## config.mk

```make
export PLATFORM = sky130hd
export DESIGN_NAME = cca_counter_array
export DESIGN_NICKNAME = d
export VERILOG_FILES = /design/src/logic/cca_counter_array.v /design/src/logic/cca_channel.v
export VERILOG_INCLUDE_DIRS = /design/src /design/src/logic
export SDC_FILE = /design/constraint.sdc
export NUM_CORES = 1
export LEC_CHECK = 0
export ABC_AREA = 1
export CORE_ASPECT_RATIO = 1.75
export CORE_MARGIN = 2
export CORE_UTILIZATION = 65
export DETAILED_ROUTE_END_ITERATION = 10
export DONT_BUFFER_PORTS = 1
export PLACE_DENSITY = 0.89
export SYNTH_ARGS = -nofsm -noshare
export SYNTH_HDL_FRONTEND = slang
export SYNTH_HIERARCHICAL = 1
export SYNTH_SLANG_ARGS = --single-unit
```

## constraint.sdc

```tcl
create_clock -name sys_clk_i -period 2.7 [get_ports sys_clk_i]
set_input_delay 0.54 -clock sys_clk_i [delete_from_list [all_inputs] [get_ports sys_clk_i]]
set_output_delay 0.54 -clock sys_clk_i [all_outputs]
set_load 0.005 [all_outputs]
```

## src/logic/cca_defs.vh

```
`ifndef CCA_DEFS_VH
`define CCA_DEFS_VH
// special function register addresses
`define CCA_ADDR_STATUS   8'hD8
`define CCA_ADDR_MODECTL  8'hD9
`define CCA_ADDR_CHMODE0  8'hDA
`define CCA_ADDR_CHMODE1  8'hDB
`define CCA_ADDR_CHMODE2  8'hDC
`define CCA_ADDR_CC_BASE  8'hE9
`define CCA_ADDR_CNT_LO   8'hF9
`define CCA_ADDR_CNT_HI   8'hFA
// reset values
`define CCA_RST_BYTE      8'h00
`define CCA_RST_WORD      16'h0000
// counter_mode_control fields
`define CCA_MC_IDLE_SUSP  7
`define CCA_MC_TB_HI      3
`define CCA_MC_TB_LO      1
`define CCA_MC_OVF_IE     0
// status fields
`define CCA_ST_OVF        7
// channel_mode fields
`define CCA_CM_WIDE       7
`define CCA_CM_COMP       6
`define CCA_CM_RISE       5
`define CCA_CM_FALL       4
`define CCA_CM_MATCH      3
`define CCA_CM_TOGGLE     2
`define CCA_CM_PWM        1
`define CCA_CM_FLAG_IE    0
// timebase codes
`define CCA_TB_DIV12      3'h0
`define CCA_TB_DIV4       3'h1
`define CCA_TB_TMR0       3'h2
`define CCA_TB_EXTIN      3'h3
`define CCA_TB_SYSCLK     3'h4
`define CCA_TB_OSC8       3'h5
// divider and counter terminal counts
`define CCA_DIV12_LAST    4'hB
`define CCA_DIV4_LAST     2'h3
`define CCA_OSC8_LAST     3'h7
`define CCA_CNT_MAX       16'hFFFF
`endif

```

## src/logic/cca_counter_array.v

```verilog
`timescale 1ns/1ps
`include "cca_defs.vh"

////////////////////////////////////////////////////////////////////////////
// Operation
// 16-bit up-counter read and written as separate low and high bytes.
// low-byte read latches high byte; next high-byte read returns that copy.
// byte reads never disturb counting.
// timebase select: div12, div4, timer0, ext falling, sysclk, osc/8.
// external input counts falling edges; source keeps rate at most clk/4.
// external oscillator is synchronised; it must not exceed sysclk.
// wrap from maximum to zero sets the overflow flag.
// overflow flag requests interrupt only with its enable set.
// overflow flag clears only by software write, never on vectoring.
// interrupts pass only with global and array enables both set.
// idle suspend clear lets counting continue during processor idle.
// pwm enable drives 8-bit or 16-bit pwm on channel pin.
// per-channel compare enable switches compare function on or off.
// match enable sets channel flag when counter equals compare register.
// toggle enable inverts channel pin on each counter match.
// toggle plus pwm selects frequency output mode.
// channel flag requests interrupt only with its flag enable set.
// selected pin edge captures counter into compare register, sets flag.
// idle suspend set stops counting during idle, resumes afterwards.
module cca_counter_array (
   // clock and reset
   input  wire       sys_clk_i,
   input  wire       rst_n_i,
   // special function register port
   input  wire [7:0] sfr_addr_i,
   input  wire [7:0] sfr_wdata_i,
   input  wire       sfr_wr_i,
   input  wire       sfr_rd_i,
   output reg  [7:0] sfr_rdata_o,
   // processor state and interrupt enables
   input  wire       cpu_idle_i,
   input  wire       global_irq_enable_i,
   input  wire       array_irq_enable_i,
   output wire       irq_o,
   // count sources
   input  wire       timer0_overflow_i,
   input  wire       external_count_input_i,
   input  wire       ext_osc_i,
   // channel pins
   input  wire [2:0] channel_pin_i,
   output wire [2:0] channel_output_pin_o,
   output wire [2:0] channel_pin_oe_o
);

   ////////////////////////////////////////////////////////////////////////
   // registers
   reg  [15:0] counter;
   reg  [7:0]  high_snapshot;
   reg  [7:0]  counter_mode_control;
   reg         overflow_flag;
   reg  [2:0]  channel_flag;
   reg  [7:0]  channel0_mode;
   reg  [7:0]  channel1_mode;
   reg  [7:0]  channel2_mode;
   reg         step;

   // timebase state
   reg  [3:0]  div12_cnt;
   reg  [1:0]  div4_cnt;
   reg         ext_in_prev;
   reg         osc_sync1;
   reg         osc_sync2;
   reg         osc_prev;
   reg  [2:0]  osc_div_cnt;
   reg         osc_tick;

   // combinational
   reg         next_tick;
   wire [2:0]  timebase_select;
   wire        idle_suspend;
   wire        overflow_irq_enable;
   wire        run;
   wire        tick;
   wire        wr_cnt_lo;
   wire        wr_cnt_hi;
   wire        wr_status;
   wire        wr_modectl;
   wire [2:0]  flag_set;
   wire [47:0] cc_all;
   wire [23:0] mode_all;
   wire [2:0]  wr_cc_lo;
   wire [2:0]  wr_cc_hi;
   wire [2:0]  flag_irq_enable;
   wire [2:0]  chan_req;
   wire        ovf_req;
   wire        ext_fall;
   wire        osc_rise;

   ////////////////////////////////////////////////////////////////////////
   // field decode
   assign timebase_select     =
      counter_mode_control[`CCA_MC_TB_HI:`CCA_MC_TB_LO];
   assign idle_suspend        = counter_mode_control[`CCA_MC_IDLE_SUSP];
   assign overflow_irq_enable = counter_mode_control[`CCA_MC_OVF_IE];
   assign mode_all            = {channel2_mode, channel1_mode,
                                 channel0_mode};
   assign flag_irq_enable     = {channel2_mode[`CCA_CM_FLAG_IE],
                                 channel1_mode[`CCA_CM_FLAG_IE],
                                 channel0_mode[`CCA_CM_FLAG_IE]};

   // write strobes
   assign wr_cnt_lo  = sfr_wr_i & (sfr_addr_i == `CCA_ADDR_CNT_LO);
   assign wr_cnt_hi  = sfr_wr_i & (sfr_addr_i == `CCA_ADDR_CNT_HI);
   assign wr_status  = sfr_wr_i & (sfr_addr_i == `CCA_ADDR_STATUS);
   assign wr_modectl = sfr_wr_i & (sfr_addr_i == `CCA_ADDR_MODECTL);

   ////////////////////////////////////////////////////////////////////////
   // timebase sources
   assign ext_fall = ext_in_prev & ~external_count_input_i;
   assign osc_rise = osc_sync2 & ~osc_prev;

   always @(posedge sys_clk_i) begin
      if (!rst_n_i) begin
         div12_cnt   <= 4'h0;
         div4_cnt    <= 2'h0;
         ext_in_prev <= 1'b0;
         osc_sync1   <= 1'b0;
         osc_sync2   <= 1'b0;
         osc_prev    <= 1'b0;
         osc_div_cnt <= 3'h0;
         osc_tick    <= 1'b0;
      end else begin
         if (div12_cnt == `CCA_DIV12_LAST) begin
            div12_cnt <= 4'h0;
         end else begin
            div12_cnt <= div12_cnt + 4'h1;
         end
         div4_cnt    <= div4_cnt + 2'h1;
         ext_in_prev <= external_count_input_i;
         osc_sync1   <= ext_osc_i;
         osc_sync2   <= osc_sync1;
         osc_prev    <= osc_sync2;
         osc_tick    <= 1'b0;
         if (osc_rise) begin
            osc_div_cnt <= osc_div_cnt + 3'h1;
            osc_tick    <= (osc_div_cnt == `CCA_OSC8_LAST);
         end
      end
   end

   // timebase select
   always @* begin
      case (timebase_select)
         `CCA_TB_DIV12:  next_tick = (div12_cnt == `CCA_DIV12_LAST);
         `CCA_TB_DIV4:   next_tick = (div4_cnt == `CCA_DIV4_LAST);
         `CCA_TB_TMR0:   next_tick = timer0_overflow_i;
         `CCA_TB_EXTIN:  next_tick = ext_fall;
         `CCA_TB_SYSCLK: next_tick = 1'b1;
         `CCA_TB_OSC8:   next_tick = osc_tick;
         default:        next_tick = 1'b0;
      endcase
   end

   // idle gating
   assign run  = ~(cpu_idle_i & idle_suspend);
   assign tick = next_tick & run;

   ////////////////////////////////////////////////////////////////////////
   // counter
   always @(posedge sys_clk_i) begin
      if (!rst_n_i) begin
         counter <= `CCA_RST_WORD;
         step    <= 1'b0;
      end else begin
         step <= tick | wr_cnt_lo | wr_cnt_hi;
         if (wr_cnt_lo) begin
            counter[7:0] <= sfr_wdata_i;
         end else if (wr_cnt_hi) begin
            counter[15:8] <= sfr_wdata_i;
         end else if (tick) begin
            counter <= counter + 16'h0001;
         end
      end
   end

   ////////////////////////////////////////////////////////////////////////
   // control and status registers
   always @(posedge sys_clk_i) begin
      if (!rst_n_i) begin
         counter_mode_control <= `CCA_RST_BYTE;
         channel0_mode        <= `CCA_RST_BYTE;
         channel1_mode        <= `CCA_RST_BYTE;
         channel2_mode        <= `CCA_RST_BYTE;
      end else if (sfr_wr_i) begin
         case (sfr_addr_i)
            `CCA_ADDR_MODECTL: counter_mode_control <= sfr_wdata_i;
            `CCA_ADDR_CHMODE0: channel0_mode        <= sfr_wdata_i;
            `CCA_ADDR_CHMODE1: channel1_mode        <= sfr_wdata_i;
            `CCA_ADDR_CHMODE2: channel2_mode        <= sfr_wdata_i;
            default: ;
         endcase
      end
   end

   // flags: hardware set wins over software write
   always @(posedge sys_clk_i) begin
      if (!rst_n_i) begin
         overflow_flag <= 1'b0;
         channel_flag  <= 3'h0;
      end else begin
         if (tick & ~wr_cnt_lo & ~wr_cnt_hi &
             (counter == `CCA_CNT_MAX)) begin
            overflow_flag <= 1'b1;
         end else if (wr_status) begin
            overflow_flag <= sfr_wdata_i[`CCA_ST_OVF];
         end
         if (wr_status) begin
            channel_flag <= flag_set | sfr_wdata_i[2:0];
         end else begin
            channel_flag <= flag_set | channel_flag;
         end
      end
   end

   ////////////////////////////////////////////////////////////////////////
   // read port
   always @(posedge sys_clk_i) begin
      if (!rst_n_i) begin
         sfr_rdata_o   <= `CCA_RST_BYTE;
         high_snapshot <= `CCA_RST_BYTE;
      end else if (sfr_rd_i) begin
         case (sfr_addr_i)
            `CCA_ADDR_CNT_LO: begin
               sfr_rdata_o   <= counter[7:0];
               high_snapshot <= counter[15:8];
            end
            `CCA_ADDR_CNT_HI:  sfr_rdata_o <= high_snapshot;
            `CCA_ADDR_STATUS:  sfr_rdata_o <= {overflow_flag, 4'h0,
                                              channel_flag};
            `CCA_ADDR_MODECTL: sfr_rdata_o <= counter_mode_control;
            `CCA_ADDR_CHMODE0: sfr_rdata_o <= channel0_mode;
            `CCA_ADDR_CHMODE1: sfr_rdata_o <= channel1_mode;
            `CCA_ADDR_CHMODE2: sfr_rdata_o <= channel2_mode;
            `CCA_ADDR_CC_BASE: sfr_rdata_o <= cc_all[7:0];
            `CCA_ADDR_CC_BASE + 8'h01: sfr_rdata_o <= cc_all[15:8];
            `CCA_ADDR_CC_BASE + 8'h02: sfr_rdata_o <= cc_all[23:16];
            `CCA_ADDR_CC_BASE + 8'h03: sfr_rdata_o <= cc_all[31:24];
            `CCA_ADDR_CC_BASE + 8'h04: sfr_rdata_o <= cc_all[39:32];
            `CCA_ADDR_CC_BASE + 8'h05: sfr_rdata_o <= cc_all[47:40];
            default: sfr_rdata_o <= `CCA_RST_BYTE;
         endcase
      end
   end

   ////////////////////////////////////////////////////////////////////////
   // channels
   genvar gi;
   generate
      for (gi = 0; gi < 3; gi = gi + 1) begin : g_chan
         assign wr_cc_lo[gi] = sfr_wr_i & (sfr_addr_i ==
            `CCA_ADDR_CC_BASE + (gi * 2));
         assign wr_cc_hi[gi] = sfr_wr_i & (sfr_addr_i ==
            `CCA_ADDR_CC_BASE + (gi * 2) + 1);
         cca_channel u_chan (
            .sys_clk_i  (sys_clk_i),
            .rst_n_i    (rst_n_i),
            .cnt_i      (counter),
            .step_i     (step),
            .mode_i     (mode_all[gi*8 +: 8]),
            .wr_lo_i    (wr_cc_lo[gi]),
            .wr_hi_i    (wr_cc_hi[gi]),
            .wdata_i    (sfr_wdata_i),
            .cc_o       (cc_all[gi*16 +: 16]),
            .flag_set_o (flag_set[gi]),
            .pin_i      (channel_pin_i[gi]),
            .pin_o      (channel_output_pin_o[gi]),
            .pin_oe_o   (channel_pin_oe_o[gi])
         );
      end
   endgenerate

   ////////////////////////////////////////////////////////////////////////
   // interrupt request
   assign ovf_req  = overflow_flag & overflow_irq_enable;
   assign chan_req = channel_flag & flag_irq_enable;
   assign irq_o    = global_irq_enable_i & array_irq_enable_i &
                     (ovf_req | (|chan_req));

endmodule // cca_counter_array

```

## src/logic/cca_channel.v

```verilog
`timescale 1ns/1ps
`include "cca_defs.vh"

module cca_channel (
   // clock and reset
   input  wire        sys_clk_i,
   input  wire        rst_n_i,
   // counter
   input  wire [15:0] cnt_i,
   input  wire        step_i,
   // register access
   input  wire [7:0]  mode_i,
   input  wire        wr_lo_i,
   input  wire        wr_hi_i,
   input  wire [7:0]  wdata_i,
   output wire [15:0] cc_o,
   output reg         flag_set_o,
   // channel pin
   input  wire        pin_i,
   output reg         pin_o,
   output wire        pin_oe_o
);

   reg  [15:0] cc;
   reg         pin_prev;
   wire        comp_en = mode_i[`CCA_CM_COMP];
   wire        tog     = mode_i[`CCA_CM_TOGGLE];
   wire        pwm     = mode_i[`CCA_CM_PWM];
   wire        freq    = tog & pwm;
   wire        hit     = freq ? (cnt_i[7:0] == cc[7:0]) : (cnt_i == cc);
   wire        match_ev = step_i & comp_en & hit;
   wire        cap_ev  = (mode_i[`CCA_CM_RISE] & pin_i & ~pin_prev) |
                         (mode_i[`CCA_CM_FALL] & ~pin_i & pin_prev);
   wire        pwm_lvl = mode_i[`CCA_CM_WIDE] ? (cnt_i >= cc) :
                         (cnt_i[7:0] >= cc[7:0]);

   assign cc_o     = cc;
   assign pin_oe_o = comp_en & (tog | pwm);

   always @(posedge sys_clk_i) begin
      if (!rst_n_i) begin
         cc         <= `CCA_RST_WORD;
         pin_prev   <= 1'b0;
         pin_o      <= 1'b0;
         flag_set_o <= 1'b0;
      end else begin
         pin_prev   <= pin_i;
         flag_set_o <= (match_ev & mode_i[`CCA_CM_MATCH]) | cap_ev;
         if (cap_ev) begin
            cc <= cnt_i;
         end else if (wr_lo_i) begin
            cc[7:0] <= wdata_i;
         end else if (wr_hi_i) begin
            cc[15:8] <= wdata_i;
         end else if (match_ev & freq) begin
            cc[7:0] <= cc[7:0] + cc[15:8];
         end
         if (comp_en & pwm & ~tog) begin
            pin_o <= pwm_lvl;
         end else if (match_ev & tog) begin
            pin_o <= ~pin_o;
         end
      end
   end

endmodule // cca_channel

```

==> results.yml, run 1 <==
run_status:
  status: "finished, final reports clean"
synth:
  synth_adder_area_share_pct: 9.973
  synth_commonest_cells: "nand2_1, inv_1, nand3_1"
  synth-simple-area-share_pct: 33.97
  ys_ff_latch: 140
  yosysTopAreaCellShare_pct: 28.35
  synth_cells: 1505
  synth_top_family_by_area: "simple AND/OR/NAND/NOR gates"
  synth_mux_area_share_pct: 0.1013
  ys_async_sr_fraction_pct: 0
  synth-compound-area-share_pct: 15.49
  synth_xor_xnor_area_share_pct: 1.683
  synth_top_area_cell: "dfxtp_1"
  syn_nets: 1611
  syn_area_sq_mm: 0.009886
  syn_area_per_cell_sq_um: 6.569
  ys_seq_area_share_pct: 28.35
  synth_ff_type: "dfxtp_1"
  synth-edff-count: 0
  post-synth-top-count-cell: "nand2_1"
  yosys_warnings: 6
  yosysUniqueCellTypes: 40
  synthTopCellsByArea: "dfxtp_1, nand2_1, ha_1"
placement:
  place_worst_setup_slack_ns: 0.5136
  gp_congestion: 0.9813
  port_buffers: 0
  dp_hpwl_mm: 23.31
job:
  maxCapViolCount: 0
global_route:
  grt_pass1_wl_mm: 51.05
  gr-usage-all-layers_pct: 40.10
  first_global_vias: 9808
  grt_max_degree: 92
  grt_overflow_total: 0
  antenna_found_initial: 0
routing:
  num_vias: 10650
  viasPerCell: 6.226
  post_drt_wl_per_cell_microns: 19.52
  routed_wl_mm: 33.38
  firstDrtPassIters: 6
  drc: 0
  drt.antenna.violating_nets: 0
  drt_iter0_markers: 1250
sta:
  max_freq_mhz: 459.0
  hold_viol_final: 0
  skew_ns: 0.01092
  rsz0062_at_grt: "no"
  setup_viol: 0
  fin_setup_tns_ns: 0
  fin_crit_ns: 2.179
  slew_violations: 0
  slew_headroom_pct: 40.26
  min_period_over_period_pct: 80.69
  fin_ws_ns: 0.5214
  worstMarginPinSlew_ns: 0.8949
  holdWs_ns: 0.2058
final_layout:
  nets: 1620
  seqCellArea_sq_mm: 0.002803
  layout-drive-gt1-share_pct: 8.513
  fin_util_pct: 71.72
  multi_input_area_sq_mm: 0.006052
  areaGrowthSynthToFinish_pct: 8.176
  n_fill_cell: 1223
  diodes: 0
clock_network:
  cts_setup_buffers: 0
  clk_pin_slew_ns: 0.07
  cts_tree: "yes"
  cts_hold_buf: 0
  cts.sinks: 140
  h-tree-depth: 4
  worstSkewPairLatency_ns: 0.43
  cts_buffers: 17
  clk_path_buf_depth: 2
  post_cts_resized: 0
  ctsRootBufferMaster: "clkbuf_16"
floorplan:
  dieArea_sq_mm: 0.01625
  io_pins: 44
  die_h_microns: 167.1
  start_util_pct: 66.29
  coreArea_sq_mm: 0.01491
  num_rows: 59
  die_w_microns: 97.23
setup_path:
  cp_slowest_cell: "dfxtp_1"
  worst-path-max-fanout: 14
  critPathTopFamily: "simple AND/OR/NAND/NOR gates"
  slowest_delay_ns: 0.71
  rrSetupSlack_ns: 0.52
  worstSetupStartpointType: "flip-flop"
  cp.arrival_ns: 2.50
  worst_ep_required_time_ns: 3.03
  crit_buf_inv: 2
  crit_chain: "inv_1 -> ha_1 -> nand2_1 -> nor2_1 -> nand2_2 -> nor2_4 -> nand2_2 -> nand2_4 -> inv_1 -> nor2_1 -> a21oi_1"
  crit_type: "reg -> reg"
  cp-end-kind: "flip-flop"
power:
  finalPower_w: 0.004776
  pwr-share-clk_pct: 52.5
  ir_worst_vdd_v: 0.0004105
  intPower_w: 0.003551
  power.density_mw_per_mm2: 446.6
  swShare_pct: 25.65
  seqPwrFrac_pct: 44.0
  p_leak_nw: 4.862
  combPwrFrac_pct: 3.6
  p_sw_w: 0.001225
hold_path:
  hold_class: "in -> reg"
## state kept, by name, summed over array words and instances, names as in the netlist
signal                    cells
step                          1
sfr_rdata_o                   8
div4_cnt                      2
g_chan.u_chan/cc_o           48
g_chan.u_chan/pin_prev        3
channel_flag                  3
osc_prev                      1
channel2_mode                 8
osc_div_cnt                   3
channel0_mode                 8
osc_tick                      1
ext_in_prev                   1
channel1_mode                 8
g_chan.u_chan/flag_set_o      3
high_snapshot                 8
overflow_flag                 1
div12_cnt                     4
osc_sync2                     1
counter_mode_control          8
counter                      16
osc_sync1                     1
g_chan.u_chan/pin_o           3
## cell type report
type | count | area share, %
Clock inverter | 15 | 1.755
Clock buffer | 17 | 3.978
Sequential cell | 140 | 26.21
Timing Repair Buffer | 35 | 2.457
Tap cell | 183 | 2.141
Inverter | 195 | 6.868
Multi-Input combinational cell | 1125 | 56.59
## worst register-to-register path, stage by stage, from the launching register on
cell,delay (ns)
dfxtp_1,0.71
inv_1,0.11
ha_1,0.30
nand2_1,0.05
nor2_1,0.12
nand2_2,0.12
nor2_4,0.13
nand2_2,0.08
nand2_4,0.15
inv_1,0.11
nor2_1,0.12
a21oi_1,0.07
## path summary, 6_finish.rpt
kind	startpoint	to	cells past startpoint
worst max-delay path	counter[0]	g_chan[0].u_chan/cc_o[5]	11
worst min-delay path	channel_pin_i[0]	g_chan[0].u_chan/pin_prev	2
worst max register to register	counter[0]	g_chan[0].u_chan/cc_o[5]	11
worst min register to register	osc_prev	osc_tick	1
## cells by family (layout without fill, tap and decap cells)
family / after synthesis / in the layout
mux: 1 / 1
buf+inv: 240 / 262
compound gates: 274 / 274
fa+ha+maj: 77 / 77
xor+xnor: 19 / 19
flops: 140 / 140
simple gates: 754 / 754
## layer usage
layer | share of wire, % | wire [microns] | GRT usage [%]
met1 | 35 | 11590 | 46.23
met2 | 45 | 15090 | 65.34
met3 | 11 | 3514 | 7.888
met4 | 9.5 | 3186 | 30.01
met5 | 0 | 0 | 0
## through the flow
stage                     area (sq um)  instances
after floorplan                   9886       1505
final                            10690       1710
after CTS                        10690       1710
after detailed placement         10080       1678
after global placement           10080       1678
after global routing             10690       1710
## power groups by stage
stage                     Combinational, W  Sequential (W)  Clock, W
final                             0.000171         0.00210   0.00251
after detailed placement          0.000165         0.00215         0
after global placement            0.000160         0.00215         0
after floorplan                   0.000149         0.00214         0
after global routing              0.000191         0.00210   0.00259
after CTS                         0.000168         0.00210   0.00250
## placed cells by master, fill, tap and decap left out, drive strengths merged, types with 33 or more instances in the layout
cell type	synthesis	final
buf	35	35
nor2	153	153
inv	193	204
dfxtp	140	140
o21ai	105	105
nand2	412	412
ha	74	74
nand3	171	171
a21oi	102	102
a31oi	33	33
Power figures use the tool's default switching activity.
==> run 2: changes to the inputs <==
- clock period: 2.7 -> 2.26 ns (I/O delays scaled with it)
==> results.yml, run 2 (synthesis results as in run 1) <==
routing:
  viasPerCell: 6.088
  num_vias: 10480
  drc: 1
  routed_wl_mm: 33.20
  drt_iter0_markers: 981
  firstDrtPassIters: 10
  drt.antenna.violating_nets: 0
  post_drt_wl_per_cell_microns: 19.29
final_layout:
  layout-drive-gt1-share_pct: 9.168
  fin_area_sq_mm: 0.01075
  diodes: 0
  seqCellArea_sq_mm: 0.002803
  n_fill_cell: 1254
  fin_cells: 1721
  multi_input_area_sq_mm: 0.006052
  largest_register_ffs: 48
  areaGrowthSynthToFinish_pct: 8.771
  nets: 1631
  final_common_cell: "nand2_1"
  layout_common_cells: "nand2_1, inv_1, nand3_1"
setup_path:
  r2r_start: "counter[7]"
  crit_start: "counter[7]"
  crit_buf_inv: 1
  slowest_delay_ns: 0.76
  cp_slowest_cell: "dfxtp_1"
  cp.arrival_ns: 2.42
  worst_ep_required_time_ns: 2.57
  crit_chain: "ha_1 -> nand2_2 -> nor2_4 -> nand2_2 -> nor2_4 -> nand2_2 -> nand2_4 -> inv_1 -> nor2_1 -> nor2_1"
  cp-end-kind: "flip-flop"
  worst-path-max-fanout: 14
  crit_type: "reg -> reg"
  critPathTopFamily: "simple AND/OR/NAND/NOR gates"
  critPathMostFrequentCell: "nand2_2"
  worstSetupStartpointType: "flip-flop"
placement:
  dpl.cell_count: 1689
  port_buffers: 0
  gp_congestion: 1.019
  dpl_cell_area_sq_mm: 0.01016
  place_worst_setup_slack_ns: 0.1675
  dp_hpwl_mm: 23.50
global_route:
  grt_max_degree: 92
  first_global_vias: 10130
  grt_overflow_total: 0
  antenna_found_initial: 0
  grt_pass1_wl_mm: 51.43
  gr-usage-all-layers_pct: 40.37
floorplan:
  coreArea_sq_mm: 0.01491
  num_rows: 59
  io_pins: 44
  die_w_microns: 97.23
  dieArea_sq_mm: 0.01625
  die_h_microns: 167.1
  start_util_pct: 66.29
clock_network:
  clk_pin_slew_ns: 0.07
  worstSkewPairLatency_ns: 0.42
  h-tree-depth: 4
  cts_setup_buffers: 0
  post_cts_resized: 0
  clk_path_buf_depth: 2
  cts.sinks: 140
  cts_hold_buf: 0
  ctsRootBufferMaster: "clkbuf_16"
  cts_tree: "yes"
  cts_buffers: 17
sta:
  rsz0062_at_grt: "no"
  skew_ns: 0.01325
  setup_viol: 0
  slew_headroom_pct: 53.45
  fin_setup_tns_ns: 0
  worstMarginPinSlew_ns: 0.6973
  fin_crit_ns: 2.107
  max_freq_mhz: 474.6
  fin_ws_ns: 0.1530
  slew_violations: 0
  hold_viol_final: 0
  min_period_over_period_pct: 93.23
power:
  p_leak_nw: 4.907
  finalPower_w: 0.005560
  ir_worst_vdd_v: 0.0004305
  power.density_mw_per_mm2: 517.1
run_status:
  status: "finished, violations left"
  failed_checks: "DRC"
job:
  maxCapViolCount: 0
hold_path:
  hold_class: "in -> reg"
  min_from: "external_count_input_i"
-- run 2: final timing paths --
check                                                 to  slack, ns  depth (start not counted)
worst max-delay path            g_chan[0].u_chan/cc_o[2]       0.15                         10
worst max register to register  g_chan[0].u_chan/cc_o[2]       0.15                         10
worst min register to register               div4_cnt[0]       0.42                          1
worst min-delay path                         ext_in_prev       0.12                          2
-- run 2: worst register-to-register path, delay by kind of cell (launching register included) --
kind | cells | cell delay, ns
adder cells (fa/ha/maj) | 1 | 0.29
buffers and inverters | 1 | 0.11
flip-flops | 1 | 0.76
AND/OR/NAND/NOR | 8 | 0.85
-- run 2: cell type report --
type | instances | share of cell area [%]
Clock buffer | 18 | 4.084
Timing Repair Buffer | 46 | 3.212
Tap cell | 183 | 2.129
Multi-Input combinational cell | 1125 | 56.28
Inverter | 195 | 6.830
Sequential cell | 140 | 26.06
Clock inverter | 14 | 1.396
-- run 2: routing by layer --
metal	GRT usage [%]	wire, microns	up-vias	share of wire, %
met5	0	0	-	0
met4	37.02	3635	0	11
met3	9.140	3328	219	10
met2	64.49	14890	669	45
met1	43.97	11340	4616	34
li1	-	-	4973	-
-- run 2: per-stage QoR --
step,hold WS [ns],util (%)
after floorplan,0.3905,-
after global placement,0.4094,68.16
after detailed placement,0.4172,68.16
after CTS,0.1147,72.11
after global routing,0.1339,72.11
final,0.1221,72.11
-- run 2: power breakdown --
group	switching (W)	leakage [nW]	internal, W
logic	0.000147	3.49	0.0000666
registers	0.0000146	1.13	0.00249
clock network	0.00125	0.288	0.00159
==> run 3: changes to the inputs <==
- CTS_BUF_LIST: not set -> sky130_fd_sc_hd__clkbuf_8
==> results.yml, run 3 (synthesis results as in run 1) <==
run_status:
  status: "finished, final reports clean"
global_route:
  first_global_vias: 9996
  grt_overflow_total: 0
  grt_max_degree: 92
  grt_busiest_layer: "met2"
  grt.met1_usage_pct: 44.70
  met3_usage_pct: 7.095
  antenna_found_initial: 0
  use_met2_pct: 63.50
  gr-usage-all-layers_pct: 39.72
  grt_pass1_wl_mm: 50.78
routing:
  post_drt_wl_per_cell_microns: 18.89
  drc: 0
  routed_wl_mm: 32.52
  drt.antenna.violating_nets: 0
  viasPerCell: 6.049
  drt_iter0_markers: 1053
  firstDrtPassIters: 8
  num_vias: 10410
clock_network:
  ctsRootBufferMaster: "clkbuf_8"
  clk_path_buf_depth: 2
  worstSkewPairLatency_ns: 0.46
  h-tree-depth: 4
  cts_hold_buf: 0
  cts_tree: "yes"
  cts_buffers: 17
  post_cts_resized: 0
  cts.sinks: 140
  cts_setup_buffers: 0
  clk_pin_slew_ns: 0.10
sta:
  slew_headroom_pct: 54.64
  skew_ns: 0.01738
  worstMarginPinSlew_ns: 0.6795
  hold_viol_final: 0
  fin_crit_ns: 2.072
  setup_viol: 0
  fin_ws_ns: 0.1880
  slew_violations: 0
  min_period_over_period_pct: 91.68
  fin_setup_tns_ns: 0
  max_freq_mhz: 482.6
  rsz0062_at_grt: "no"
final_layout:
  final_common_cell: "nand2_1"
  fin_cells: 1721
  layout_common_cells: "nand2_1, inv_1, nand3_1"
  largest_register_ffs: 48
  layout-drive-gt1-share_pct: 9.168
  areaGrowthSynthToFinish_pct: 6.835
  diodes: 0
  n_fill_cell: 1296
  fin_area_sq_mm: 0.01056
  seqCellArea_sq_mm: 0.002803
  nets: 1631
  multi_input_area_sq_mm: 0.006052
job:
  maxCapViolCount: 0
hold_path:
  min_from: "external_count_input_i"
  hold_path_end: "ext_in_prev"
  whs_path_depth: 2
  hold_class: "in -> reg"
setup_path:
  critPathMostFrequentCell: "nand2_2"
  crit_type: "reg -> reg"
  worst_ep_required_time_ns: 2.61
  crit_buf_inv: 1
  r2r_end: "g_chan[0].u_chan/cc_o[2]"
  rr_worst_depth: 10
  rrSetupSlack_ns: 0.19
  r2r_start: "counter[7]"
  worstSetupStartpointType: "flip-flop"
  worst-path-max-fanout: 14
  cp-end-kind: "flip-flop"
  cp.arrival_ns: 2.42
  cp_slowest_cell: "dfxtp_1"
  critPathTopFamily: "simple AND/OR/NAND/NOR gates"
  crit_chain: "ha_1 -> nand2_2 -> nor2_4 -> nand2_2 -> nor2_4 -> nand2_2 -> nand2_4 -> inv_1 -> nor2_1 -> nor2_1"
  slowest_delay_ns: 0.73
placement:
  dpl.cell_count: 1689
  gp_congestion: 1.019
  dp_hpwl_mm: 23.50
  dpl_cell_area_sq_mm: 0.01016
  port_buffers: 0
  place_worst_setup_slack_ns: 0.1675
floorplan:
  num_rows: 59
  io_pins: 44
  die_h_microns: 167.1
  start_util_pct: 66.29
  dieArea_sq_mm: 0.01625
  coreArea_sq_mm: 0.01491
  die_w_microns: 97.23
power:
  power.density_mw_per_mm2: 458.0
  ir_worst_vdd_v: 0.0003515
  p_leak_nw: 4.820
==> run 3: cell type report <==
type,count,area share (%)
Multi-Input combinational cell,1125,57.30
Sequential cell,140,26.54
Inverter,195,6.954
Timing Repair Buffer,46,3.270
Clock buffer,18,2.346
Tap cell,183,2.168
Clock inverter,14,1.422
==> run 3: power by group <==
part / leakage (nW) / switching [W] / internal (W)
sequential: 1.13 / 0.0000146 / 0.00249
combinational: 3.49 / 0.000145 / 0.0000665
clock: 0.201 / 0.00118 / 0.000946
==> run 3: per-layer routing <==
metal  up-vias  part of all wire, %
li1       4970                    -
met1      4594                   34
met2       627                   44
met3       219                   10
met4         0                   11
met5         -                    0
==> run 3: worst max path at each step <==
stage                       start                  endpoint  cells past startpoint
floorplan           sfr_addr_i[6]  g_chan[0].u_chan/cc_o[5]                     11
global placement    sfr_addr_i[2]  g_chan[0].u_chan/cc_o[8]                     12
detailed placement  sfr_addr_i[6]          channel0_mode[7]                      6
CTS                    counter[7]  g_chan[0].u_chan/cc_o[7]                     10
global route           counter[7]  g_chan[0].u_chan/cc_o[5]                     10
finish                 counter[7]  g_chan[0].u_chan/cc_o[2]                     10
==> run 3: worst register-to-register path, stage by stage (launching register included) <==
cell     delay [ns]
dfxtp_1        0.73
ha_1           0.28
nand2_2        0.08
nor2_4         0.13
nand2_2        0.10
nor2_4         0.13
nand2_2        0.07
nand2_4        0.15
inv_1          0.11
nor2_1         0.14
nor2_1         0.05
==> run 3: per-stage QoR <==
stage	util (%)	hold WS [ns]	power, W
floorplan	-	0.3905	0.002734
global placement	68.16	0.4094	0.002758
detailed placement	68.16	0.4172	0.002765
CTS	70.83	0.07063	0.004825
global route	70.83	0.1021	0.004959
finish	70.83	0.08155	0.004837
